**src/design/lop_map.svh**
```systemverilog
// Purpose: register offsets, reset values and field layout of the led output state block
// Assumes: eleven led pins split over a low byte and a three-bit high byte
// Notes: definitions only
`ifndef LOP_MAP_SVH
`define LOP_MAP_SVH

// register offsets
`define LOP_ADDR_DR_LOW 8'h73
`define LOP_ADDR_DR_HIGH 8'h74
`define LOP_ADDR_POL_LOW 8'h75
`define LOP_ADDR_POL_HIGH 8'h76
`define LOP_ADDR_MIR_LOW 8'h79
`define LOP_ADDR_MIR_HIGH 8'h7a

// reset and idle values
`define LOP_RST_BYTE 8'h00
`define LOP_RST_LEDS 11'h000
`define LOP_RD_NONE 8'h00

// field layout
`define LOP_BYTE_W 8
`define LOP_NUM_LED 11
`define LOP_LOW_W 8
`define LOP_HIGH_W 3
`define LOP_HIGH_PAD 5

// led indices with special linking
`define LOP_LED8_IDX 7
`define LOP_LED9_IDX 8
`define LOP_LED10_IDX 9
`define LOP_LED11_IDX 10

`endif

```
**src/design/lop_pkg.sv**
```systemverilog
// Purpose: shared types of the led output state block
// Assumes: lop_map.svh gives the widths
// Notes: nothing here holds state
`include "lop_map.svh"

package lop_pkg;

  // one access of the register port
  typedef struct packed {
    logic wr;
    logic rd;
    logic [`LOP_BYTE_W-1:0] addr;
    logic [`LOP_BYTE_W-1:0] wdata;
  } lop_reg_req_t;

  // drive state of one pin
  typedef struct packed {
    logic level;
    logic drive_en;
  } lop_pin_t;

endpackage

```
**src/design/lop_pin_cell.sv**
```systemverilog
// Purpose: final drive state of one led pin
// Assumes: waveform inputs come from logic on the same clock
// Notes: output is registered, updated every cycle
`include "lop_map.svh"

module lop_pin_cell (
  // clock and reset
  input wire logic i_clock,
  input wire logic i_resetn,
  // pin configuration
  input wire logic i_direction,
  input wire logic i_output_type,
  input wire logic i_polarity,
  // drive selection
  input wire logic i_request,
  input wire logic i_actuated_wave,
  input wire logic i_min_duty_wave,
  // pin drive
  output lop_pkg::lop_pin_t o_pin
);

  lop_pkg::lop_pin_t pin_d;
  lop_pkg::lop_pin_t pin_q;
  logic value;
  logic level;

  always_comb begin
    // minimum duty when not actuated, behaviour waveform when actuated
    value = i_request ? i_actuated_wave : i_min_duty_wave;
    // inverted polarity turns a one into a low pin
    level = i_polarity ? value : ~value;
    pin_d.level = level;
    // open drain only pulls low, push pull drives both levels
    pin_d.drive_en = i_output_type ? 1'b1 : ~level;
    // an input pin never drives the led
    if (!i_direction) begin
      pin_d.level = 1'b0;
      pin_d.drive_en = 1'b0;
    end
  end

  always_ff @(posedge i_clock or negedge i_resetn) begin
    if (!i_resetn) begin
      pin_q <= '0;
    end else begin
      pin_q <= pin_d;
    end
  end

  assign o_pin = pin_q;

endmodule

```
**src/design/lop_led_output_state.sv**
```systemverilog
// Purpose: drive request, polarity and duty reference registers for eleven led pins
// Assumes: an smbus front end turns bus traffic into single-byte register accesses
// Notes: pin level and enable are registered; reads answer one cycle after the request
// How it works
// request bits steer a pin only when it is an output and unlinked.
// request bytes hold led8..led1 and led11..led9; both reset to zero.
// a set request takes its drive from output type and polarity.
// request clear gives minimum duty; set gives actuated waveform.
// polarity fixes the idle state; behaviour input gives the actuated waveform.
// led8 and led11 cannot be linked; only their request bits drive them.
// linking led10 to the grouped sensors links led9 too.
// polarity bytes hold one bit per led; zero inverted; reset zero.
// polarity writes copy into mirror bits unless the mirror lock is set.
// a touch on a linked sensor acts exactly like a set request.
// inverted polarity counts duty as low time of the pin.
// non-inverted polarity counts duty as high time of the pin.
// mirror bits only reach the duty engines, never the pin drive.
// non-inverted peak brightness follows from the same pin inversion.
// output type zero is open drain, one is push pull.
// direction zero makes the pin an input that never drives.
// inverted polarity drives a one low; non-inverted drives high or releases.
// a set mirror bit makes duty settings relative to full scale.
// pin drive is recomputed every clock from registers and touches.
`include "lop_map.svh"

module lop_led_output_state #(
  parameter int NUM_LED = `LOP_NUM_LED
) (
  // clock and reset
  input wire logic i_clock,
  input wire logic i_resetn,
  // register port
  input wire lop_pkg::lop_reg_req_t i_reg,
  output logic [`LOP_BYTE_W-1:0] o_reg_rdata,
  output logic o_reg_rvalid,
  // pin configuration from neighbouring registers
  input wire logic [NUM_LED-1:0] i_pin_direction,
  input wire logic [NUM_LED-1:0] i_output_type,
  input wire logic i_polarity_mirror_lock,
  // sensor linking
  input wire logic [NUM_LED-1:0] i_sensor_link,
  input wire logic [NUM_LED-1:0] i_link_touch,
  // waveforms from the duty engines
  input wire logic [NUM_LED-1:0] i_actuated_wave,
  input wire logic [NUM_LED-1:0] i_min_duty_wave,
  // to the duty engines
  output logic [NUM_LED-1:0] o_led_request,
  output logic [NUM_LED-1:0] o_led_polarity,
  output logic [NUM_LED-1:0] o_duty_reference_flip,
  // led pins
  output logic [NUM_LED-1:0] o_pin_level,
  output logic [NUM_LED-1:0] o_pin_drive_en
);

  logic [NUM_LED-1:0] drive_request_q;
  logic [NUM_LED-1:0] drive_request_d;
  logic [NUM_LED-1:0] polarity_q;
  logic [NUM_LED-1:0] polarity_d;
  logic [NUM_LED-1:0] flip_q;
  logic [NUM_LED-1:0] flip_d;
  logic [`LOP_BYTE_W-1:0] rdata_q;
  logic [`LOP_BYTE_W-1:0] rdata_d;
  logic rvalid_q;
  logic rvalid_d;
  logic [NUM_LED-1:0] linked;
  logic [NUM_LED-1:0] link_touch;
  logic [NUM_LED-1:0] request_eff;
  lop_pkg::lop_pin_t pins [NUM_LED];

  // replace the low byte of an led vector
  function automatic logic [NUM_LED-1:0] put_low(
    input logic [NUM_LED-1:0] old,
    input logic [`LOP_BYTE_W-1:0] data
  );
    logic [NUM_LED-1:0] res;
    res = old;
    res[`LOP_LOW_W-1:0] = data[`LOP_LOW_W-1:0];
    return res;
  endfunction

  // replace the high bits of an led vector; upper data bits are ignored
  function automatic logic [NUM_LED-1:0] put_high(
    input logic [NUM_LED-1:0] old,
    input logic [`LOP_BYTE_W-1:0] data
  );
    logic [NUM_LED-1:0] res;
    res = old;
    res[NUM_LED-1:`LOP_LOW_W] = data[`LOP_HIGH_W-1:0];
    return res;
  endfunction

  // low byte of an led vector for reading
  function automatic logic [`LOP_BYTE_W-1:0] get_low(input logic [NUM_LED-1:0] v);
    return v[`LOP_LOW_W-1:0];
  endfunction

  // high bits of an led vector for reading, upper bits zero
  function automatic logic [`LOP_BYTE_W-1:0] get_high(input logic [NUM_LED-1:0] v);
    return {{`LOP_HIGH_PAD{1'b0}}, v[NUM_LED-1:`LOP_LOW_W]};
  endfunction

  // register writes and reads
  always_comb begin
    drive_request_d = drive_request_q;
    polarity_d = polarity_q;
    flip_d = flip_q;
    rdata_d = rdata_q;
    rvalid_d = 1'b0;
    if (i_reg.wr) begin
      unique case (i_reg.addr)
        `LOP_ADDR_DR_LOW: begin
          drive_request_d = put_low(drive_request_q, i_reg.wdata);
        end
        `LOP_ADDR_DR_HIGH: begin
          drive_request_d = put_high(drive_request_q, i_reg.wdata);
        end
        `LOP_ADDR_POL_LOW: begin
          polarity_d = put_low(polarity_q, i_reg.wdata);
          if (!i_polarity_mirror_lock) begin
            flip_d = put_low(flip_q, i_reg.wdata);
          end
        end
        `LOP_ADDR_POL_HIGH: begin
          polarity_d = put_high(polarity_q, i_reg.wdata);
          if (!i_polarity_mirror_lock) begin
            flip_d = put_high(flip_q, i_reg.wdata);
          end
        end
        `LOP_ADDR_MIR_LOW: begin
          flip_d = put_low(flip_q, i_reg.wdata);
        end
        `LOP_ADDR_MIR_HIGH: begin
          flip_d = put_high(flip_q, i_reg.wdata);
        end
        default: begin
          flip_d = flip_q;
        end
      endcase
    end
    if (i_reg.rd) begin
      rvalid_d = 1'b1;
      unique case (i_reg.addr)
        `LOP_ADDR_DR_LOW: rdata_d = get_low(drive_request_q);
        `LOP_ADDR_DR_HIGH: rdata_d = get_high(drive_request_q);
        `LOP_ADDR_POL_LOW: rdata_d = get_low(polarity_q);
        `LOP_ADDR_POL_HIGH: rdata_d = get_high(polarity_q);
        `LOP_ADDR_MIR_LOW: rdata_d = get_low(flip_q);
        `LOP_ADDR_MIR_HIGH: rdata_d = get_high(flip_q);
        default: rdata_d = `LOP_RD_NONE;
      endcase
    end
  end

  always_ff @(posedge i_clock or negedge i_resetn) begin
    if (!i_resetn) begin
      drive_request_q <= `LOP_RST_LEDS;
      polarity_q <= `LOP_RST_LEDS;
      flip_q <= `LOP_RST_LEDS;
      rdata_q <= `LOP_RST_BYTE;
      rvalid_q <= 1'b0;
    end else begin
      drive_request_q <= drive_request_d;
      polarity_q <= polarity_d;
      flip_q <= flip_d;
      rdata_q <= rdata_d;
      rvalid_q <= rvalid_d;
    end
  end

  // sensor linking and effective request
  always_comb begin
    linked = i_sensor_link;
    link_touch = i_link_touch;
    // led8 and led11 have no sensor link
    linked[`LOP_LED8_IDX] = 1'b0;
    linked[`LOP_LED11_IDX] = 1'b0;
    // led9 follows the grouped sensors whenever led10 is grouped
    if (i_sensor_link[`LOP_LED10_IDX]) begin
      linked[`LOP_LED9_IDX] = 1'b1;
      link_touch[`LOP_LED9_IDX] = i_link_touch[`LOP_LED10_IDX];
    end
    // a linked led takes its request from the touch, else from the register
    request_eff = (linked & link_touch) | (~linked & drive_request_q);
  end

  // one drive cell per led pin
  for (genvar g = 0; g < NUM_LED; g++) begin : g_pin
    lop_pin_cell u_cell (
      .i_clock(i_clock),
      .i_resetn(i_resetn),
      .i_direction(i_pin_direction[g]),
      .i_output_type(i_output_type[g]),
      .i_polarity(polarity_q[g]),
      .i_request(request_eff[g]),
      .i_actuated_wave(i_actuated_wave[g]),
      .i_min_duty_wave(i_min_duty_wave[g]),
      .o_pin(pins[g])
    );
    assign o_pin_level[g] = pins[g].level;
    assign o_pin_drive_en[g] = pins[g].drive_en;
  end

  assign o_reg_rdata = rdata_q;
  assign o_reg_rvalid = rvalid_q;
  assign o_led_request = request_eff;
  assign o_led_polarity = polarity_q;
  // mirror bits go to the duty engines only
  assign o_duty_reference_flip = flip_q;

endmodule

```
**config.mk**
```make
export PLATFORM = sky130hd
export DESIGN_NAME = lop_led_output_state
export DESIGN_NICKNAME = d
export VERILOG_FILES = /design/src/design/lop_pkg.sv /design/src/design/lop_pin_cell.sv /design/src/design/lop_led_output_state.sv
export VERILOG_INCLUDE_DIRS = /design/src /design/src/design
export SDC_FILE = /design/constraint.sdc
export NUM_CORES = 1
export LEC_CHECK = 0
export BUFFER_PORTS_ARGS = -buffer_cell sky130_fd_sc_hd__buf_2
export CAP_MARGIN = 10
export CORE_ASPECT_RATIO = 2
export CORE_MARGIN = 3
export CORE_UTILIZATION = 42
export DETAILED_ROUTE_END_ITERATION = 12
export PLACE_DENSITY = 0.74
export SYNTH_ARGS = -nofsm -noshare
export SYNTH_HDL_FRONTEND = slang
export SYNTH_SLANG_ARGS = --single-unit
```
**constraint.sdc**
```tcl
create_clock -name i_clock -period 1.5 [get_ports i_clock]
set_clock_uncertainty 0.15 [all_clocks]
set_input_delay 0.225 -clock i_clock [delete_from_list [all_inputs] [get_ports i_clock]]
set_output_delay 0.225 -clock i_clock [all_outputs]
set_load 0.01 [all_outputs]
```
== Word-level counts from Yosys, hierarchy flattened ==
Cells that the tools add are included.
Widths: inputs -> output; s select.

* Equality and inequality tests: 8
* Multiplexer cells: 53
* Bitwise operators: 32
* Reductions and logical operators: 8

{| class="wikitable"
|+ Operators by type and width
! kind !! count
|-
| $eq 8x7->1 const B || 6
|-
| $pmux 8 s6 || 1
|-
| $pmux 11 s2 || 2
|-
| $pmux 11 s4 || 1
|-
| $mux 1 || 36
|-
| $not 1->1 || 28
|-
| $mux 2 || 11
|-
| $reduce_and 3->1 || 4
|-
| $and 10x11->11 || 1
|-
| $and 11x11->11 || 1
|-
| $mux 11 || 1
|-
| $not 10->11 || 1
|-
| $or 11x11->11 || 1
|-
| $reduce_and 5->1 || 2
|-
| $mux 8 || 1
|-
| $ne 2x2->1 const B || 2
|-
| $reduce_bool 2->1 || 2
|}

* Register bits after elaboration: 64
* Input bits: 87
* Output and inout port bits: 64
* Logic and storage cells: 131

== Logic depth before layout (Yosys ltp) ==
* Depth after elaboration: 10
* Mapped depth: 6
* Mapped depth without buffers: 4

== Hierarchy ==
A second synthesis with hierarchy kept.

* Cell total of the unflattened synthesis: 240
* Area total of the unflattened synthesis: 2997.9 µm²

{| class="wikitable"
|+ By module, submodules not included
! module !! instances !! cells an instance !! area an instance (µm²) !! sequential area each (µm²)
|-
| lop_led_output_state || 1 || 163 || 2075.7 || 1051.0
|-
| lop_pin_cell || 11 || 7 || 83.8 || 50.0
|}

== Worst setup path before layout ==
OpenSTA, ideal clock, no wires.

* Kind: input port to flip-flop
* From: in i_reg[15] (netlist name)
* To: reg flip_q[0], in the netlist o_duty_reference_flip[0]
* Setup time: 0.125 ns
* Arrival: 1.437 ns
* Required time: 1.225 ns
* Setup slack: -0.212 ns
* Stages: 6
* Buffers on the path: 2
* Cell sequence: and4b_1 > buf_6 > nand3_2 > or3b_1 > buf_6 > mux2_4

* Word-level cells in the longest chain between the ends: 3
* Elaborated cells between the ends (all ways): 10
* Classes of those cells: eq/ne (5); mux (1); bitwise (2); reduce/logical (2)

{| class="wikitable"
|+ Ends and longest elaborated chain
! element !! RTL line !! text
|-
| start, declared || lop_led_output_state.sv:33 || <nowiki>input wire lop_pkg::lop_reg_req_t i_reg,</nowiki>
|-
| $eq 8x7->1 || lop_led_output_state.sv:110 || <nowiki>unique case (i_reg.addr)</nowiki>
|-
| $ne 2x2->1 (no line) (tied with other cells) || - ||
|-
| $reduce_and 5->1 (no line) || - ||
|-
| end signal, assigned || lop_led_output_state.sv:158 || <nowiki>flip_q <= `LOP_RST_LEDS;</nowiki>
|-
| end signal, assigned || lop_led_output_state.sv:164 || <nowiki>flip_q <= flip_d;</nowiki>
|-
| end, declared || lop_led_output_state.sv:59 || <nowiki>logic [NUM_LED-1:0] flip_q;</nowiki>
|}

Parallel ways exist; a longest one is shown, timed or not.
A chain may end at the register's enable or synchronous reset.

== Worst setup path in the final report ==
* From: reg drive_request_q[8]
* To: out o_led_request[8]

* Word-level cells in the longest chain between the ends: 2

{| class="wikitable"
|+ Ends and longest elaborated chain
! element !! RTL line !! text
|-
| start, declared || lop_led_output_state.sv:55 || <nowiki>logic [NUM_LED-1:0] drive_request_q;</nowiki>
|-
| start signal, assigned || lop_led_output_state.sv:156 || <nowiki>drive_request_q <= `LOP_RST_LEDS;</nowiki>
|-
| start signal, assigned || lop_led_output_state.sv:162 || <nowiki>drive_request_q <= drive_request_d;</nowiki>
|-
| $and 11x11->11 || lop_led_output_state.sv:183 || <nowiki>request_eff = (linked & link_touch) | (~linked & drive_request_q);</nowiki>
|-
| $or 11x11->11 || lop_led_output_state.sv:183 ||
|-
| end, declared || lop_led_output_state.sv:47 || <nowiki>output logic [NUM_LED-1:0] o_led_request,</nowiki>
|}

Every way passes these cells.

==> flow_metrics.env <==
export IMPL_crit_type="reg -> out"
export IMPL_finalPower_mw=4.68
export IMPL_drive_gt1_share_pct=54.7
export IMPL_tritoncts="yes"
export IMPL_path_clk_slew_ns=0.05
export IMPL_start_util_pct=43.7
export IMPL_status="finished, violations left"
export IMPL_syn_inst=271
export IMPL_async_flop_share_pct=100
export IMPL_cts_sinks=64
export IMPL_postRouteWirelength_um=8700
export IMPL_nets=552
export IMPL_maxCapViolations=0
export IMPL_stdcell_count=562
export IMPL_required_ns=1.12
export IMPL_root_buffer="clkbuf_16"
export IMPL_p_leak_nw=2.61
export IMPL_yosys_warnings=0
export IMPL_tightest_slew_ns=0.332
export IMPL_area_growth_pct=50.9
export IMPL_dp_cells=509
export IMPL_setup_viol=7
export IMPL_finalCriticalPeriod_ns=1.52
export IMPL_grt_first_pass_wirelength_um=13500
export IMPL_drv_slew=0
export IMPL_fmax_mhz=656
export IMPL_post_dp_hpwl_um=6610
export IMPL_ys_seq_area_share_pct=49.7
export IMPL_diodes=0
export IMPL_worstSkewPairLatency_ns=0.33
export IMPL_avgSynthCellArea_um2=11.9
export IMPL_fp_dieArea_um2=8830
export IMPL_first_global_vias=2911
export IMPL_vias_per_cell=4.98
export IMPL_crit_path_start_kind="flip-flop"
export IMPL_hold_class="in -> reg"
export IMPL_ios=151
export IMPL_fin_crit_sh_pct=102
export IMPL_violations="negative setup slack"
export IMPL_path_max_fanout=3
export IMPL_grt_overflow=0
export IMPL_netlist_area_um2=3230
export IMPL_drtAntennaViolNets=0
export IMPL_die_w_um=68.0
export IMPL_arrival_ns=1.15
export IMPL_fp_coreArea_um2=7380
export IMPL_die_h_um=130
export IMPL_htree_levels=3
export IMPL_finalHoldViolCount=0
export IMPL_grt_usage_pct=20.6
export IMPL_regArea_um2=1600
export IMPL_portBuffers=146
export IMPL_via_count=2801
export IMPL_dr_pass1_iters=4
export IMPL_final_common_cell="buf_2"
export IMPL_grt_antenna_before_repair=0
export IMPL_ir_drop_v=0.000696
export IMPL_synth_cell_type_count=48
export IMPL_drt_iter0_markers=49
export IMPL_place_ws_ns=-0.340
export IMPL_power_density_nw_per_um2=962
export IMPL_rows=44
export IMPL_synth_flop_cell="dfrtp_1"
export IMPL_hold_ws_ns=0.0113
export IMPL_synth_edf_count=0
export IMPL_timing_final_ws_setup_ns=-0.0238
export IMPL_routabilityCongestion=0.895
export IMPL_grt_max_degree=31
export IMPL_slew_headroom_pct=77.9
export IMPL_nFillCells=574
export IMPL_yosys_register_bits=64
export IMPL_rsz0062_at_grt="yes"
export IMPL_clockBufferDepth=2
export IMPL_cts_made_buffers=9
export IMPL_synth_nets=358
export IMPL_final_cell_mix="buf_2 (139), dfrtp_1 (64), buf_4 (37), mux2_2 (26), dlygate4sd3_1 (26)"
export IMPL_setup_tns_ns=-0.0698
export IMPL_wl_per_cell_um=15.5
export IMPL_cp_end_kind="primary output"
export IMPL_drc=0
export IMPL_multiInputGateArea_um2=1400
## cells in the mapped netlist, drive strengths merged (3+ instances only)
library cell,number,area (um^2)
a21oi,6,30.0
a22oi,5,37.5
a2bb2oi,5,43.8
buf,28,216
clkbuf,3,11.3
dfrtp,64,1600
inv,16,60.1
mux2,42,503
mux2i,12,120
nand2,3,11.3
nand2b,3,18.8
nand3,5,30.0
nor2,18,67.6
nor2b,8,50.1
o21a,8,60.1
xnor2,10,87.6
## path summary, 6_finish.rpt
kind / startpoint / to / slack (ns) / cells past startpoint
worst min register to register: o_reg_rdata[3] / o_reg_rdata[3] / 0.37 / 2
min in group asynchronous: i_resetn / g_pin[0].u_cell.o_pin[0] / 0.20 / 2
worst min-delay path: i_reg[4] / o_led_polarity[4] / 0.01 / 2
max in group asynchronous: i_resetn / g_pin[1].u_cell.o_pin[1] / 0.53 / 3
worst max-delay path: drive_request_q[8] / o_led_request[8] / -0.02 / 3
worst max register to register: drive_request_q[8] / o_reg_rdata[0] / -0.01 / 4
## state kept, by name, summed over array words and instances (netlist names)
| name | flops |
|---|---|
| g_pin.u_cell.o_pin | 22 |
| drive_request_q | 11 |
| o_duty_reference_flip | 11 |
| o_led_polarity | 11 |
| o_reg_rdata | 8 |
| o_reg_rvalid | 1 |
## power breakdown
group          internal, mW  total, mW  leakage (nW)  switching [mW]
clock                  1.28       2.05         0.141           0.765
sequential             1.82       1.88         0.849          0.0569
combinational         0.415      0.755          1.62           0.340
total                  3.52       4.68          2.61            1.16
## through the flow
step / area, um^2 / utilization, %
floorplan: 3250 / -
global placement: 4130 / 56.0
detailed placement: 4130 / 56.0
CTS: 4820 / 65.4
global route: 4870 / 66.0
finish: 4870 / 66.0
## routing by layer
| layer | share of wire, % | track usage, % | vias up |
|---|---|---|---|
| li1 | - | - | 1331 |
| met1 | 36 | 21.8 | 1363 |
| met2 | 57 | 37.2 | 97 |
| met3 | 6.2 | 5.60 | 10 |
| met4 | 1.6 | 8.44 | 0 |
| met5 | 0 | 0 | - |
## worst max-delay path, stage by stage (launching register included)
cell     delay [ns]
dfrtp_1        0.40
mux2i_2        0.20
o21ai_1        0.08
buf_2          0.14
## repair_timing
item                       in CTS  in global routing
hold endpoints to repair       89                  0
pin swaps                       2                  2
setup endpoints to repair      10                 20
buffers inserted                8                  3
resized for setup              16                  5
hold buffers                   26                  0
## cell type report
cell class	instances	share of cell area, %
Timing Repair Buffer	214	28.7
Clock buffer	9	4.63
Inverter	16	1.23
Tap cell	92	2.37
Clock inverter	7	1.49
Sequential cell	64	32.9
Multi-Input combinational cell	160	28.7
## cells by family (layout without fill, tap and decap cells)
kind of cell,Yosys count,in the layout,synth area share [%]
multiplexers,54,54,19.3
buffers and inverters,47,246,8.92
flip-flops,64,64,49.7
AO/OA/AOI/OAI,42,42,9.66
AND/OR/NAND/NOR,54,54,9.74
XOR/XNOR,10,10,2.72
(Power assumes the default switching activity.)
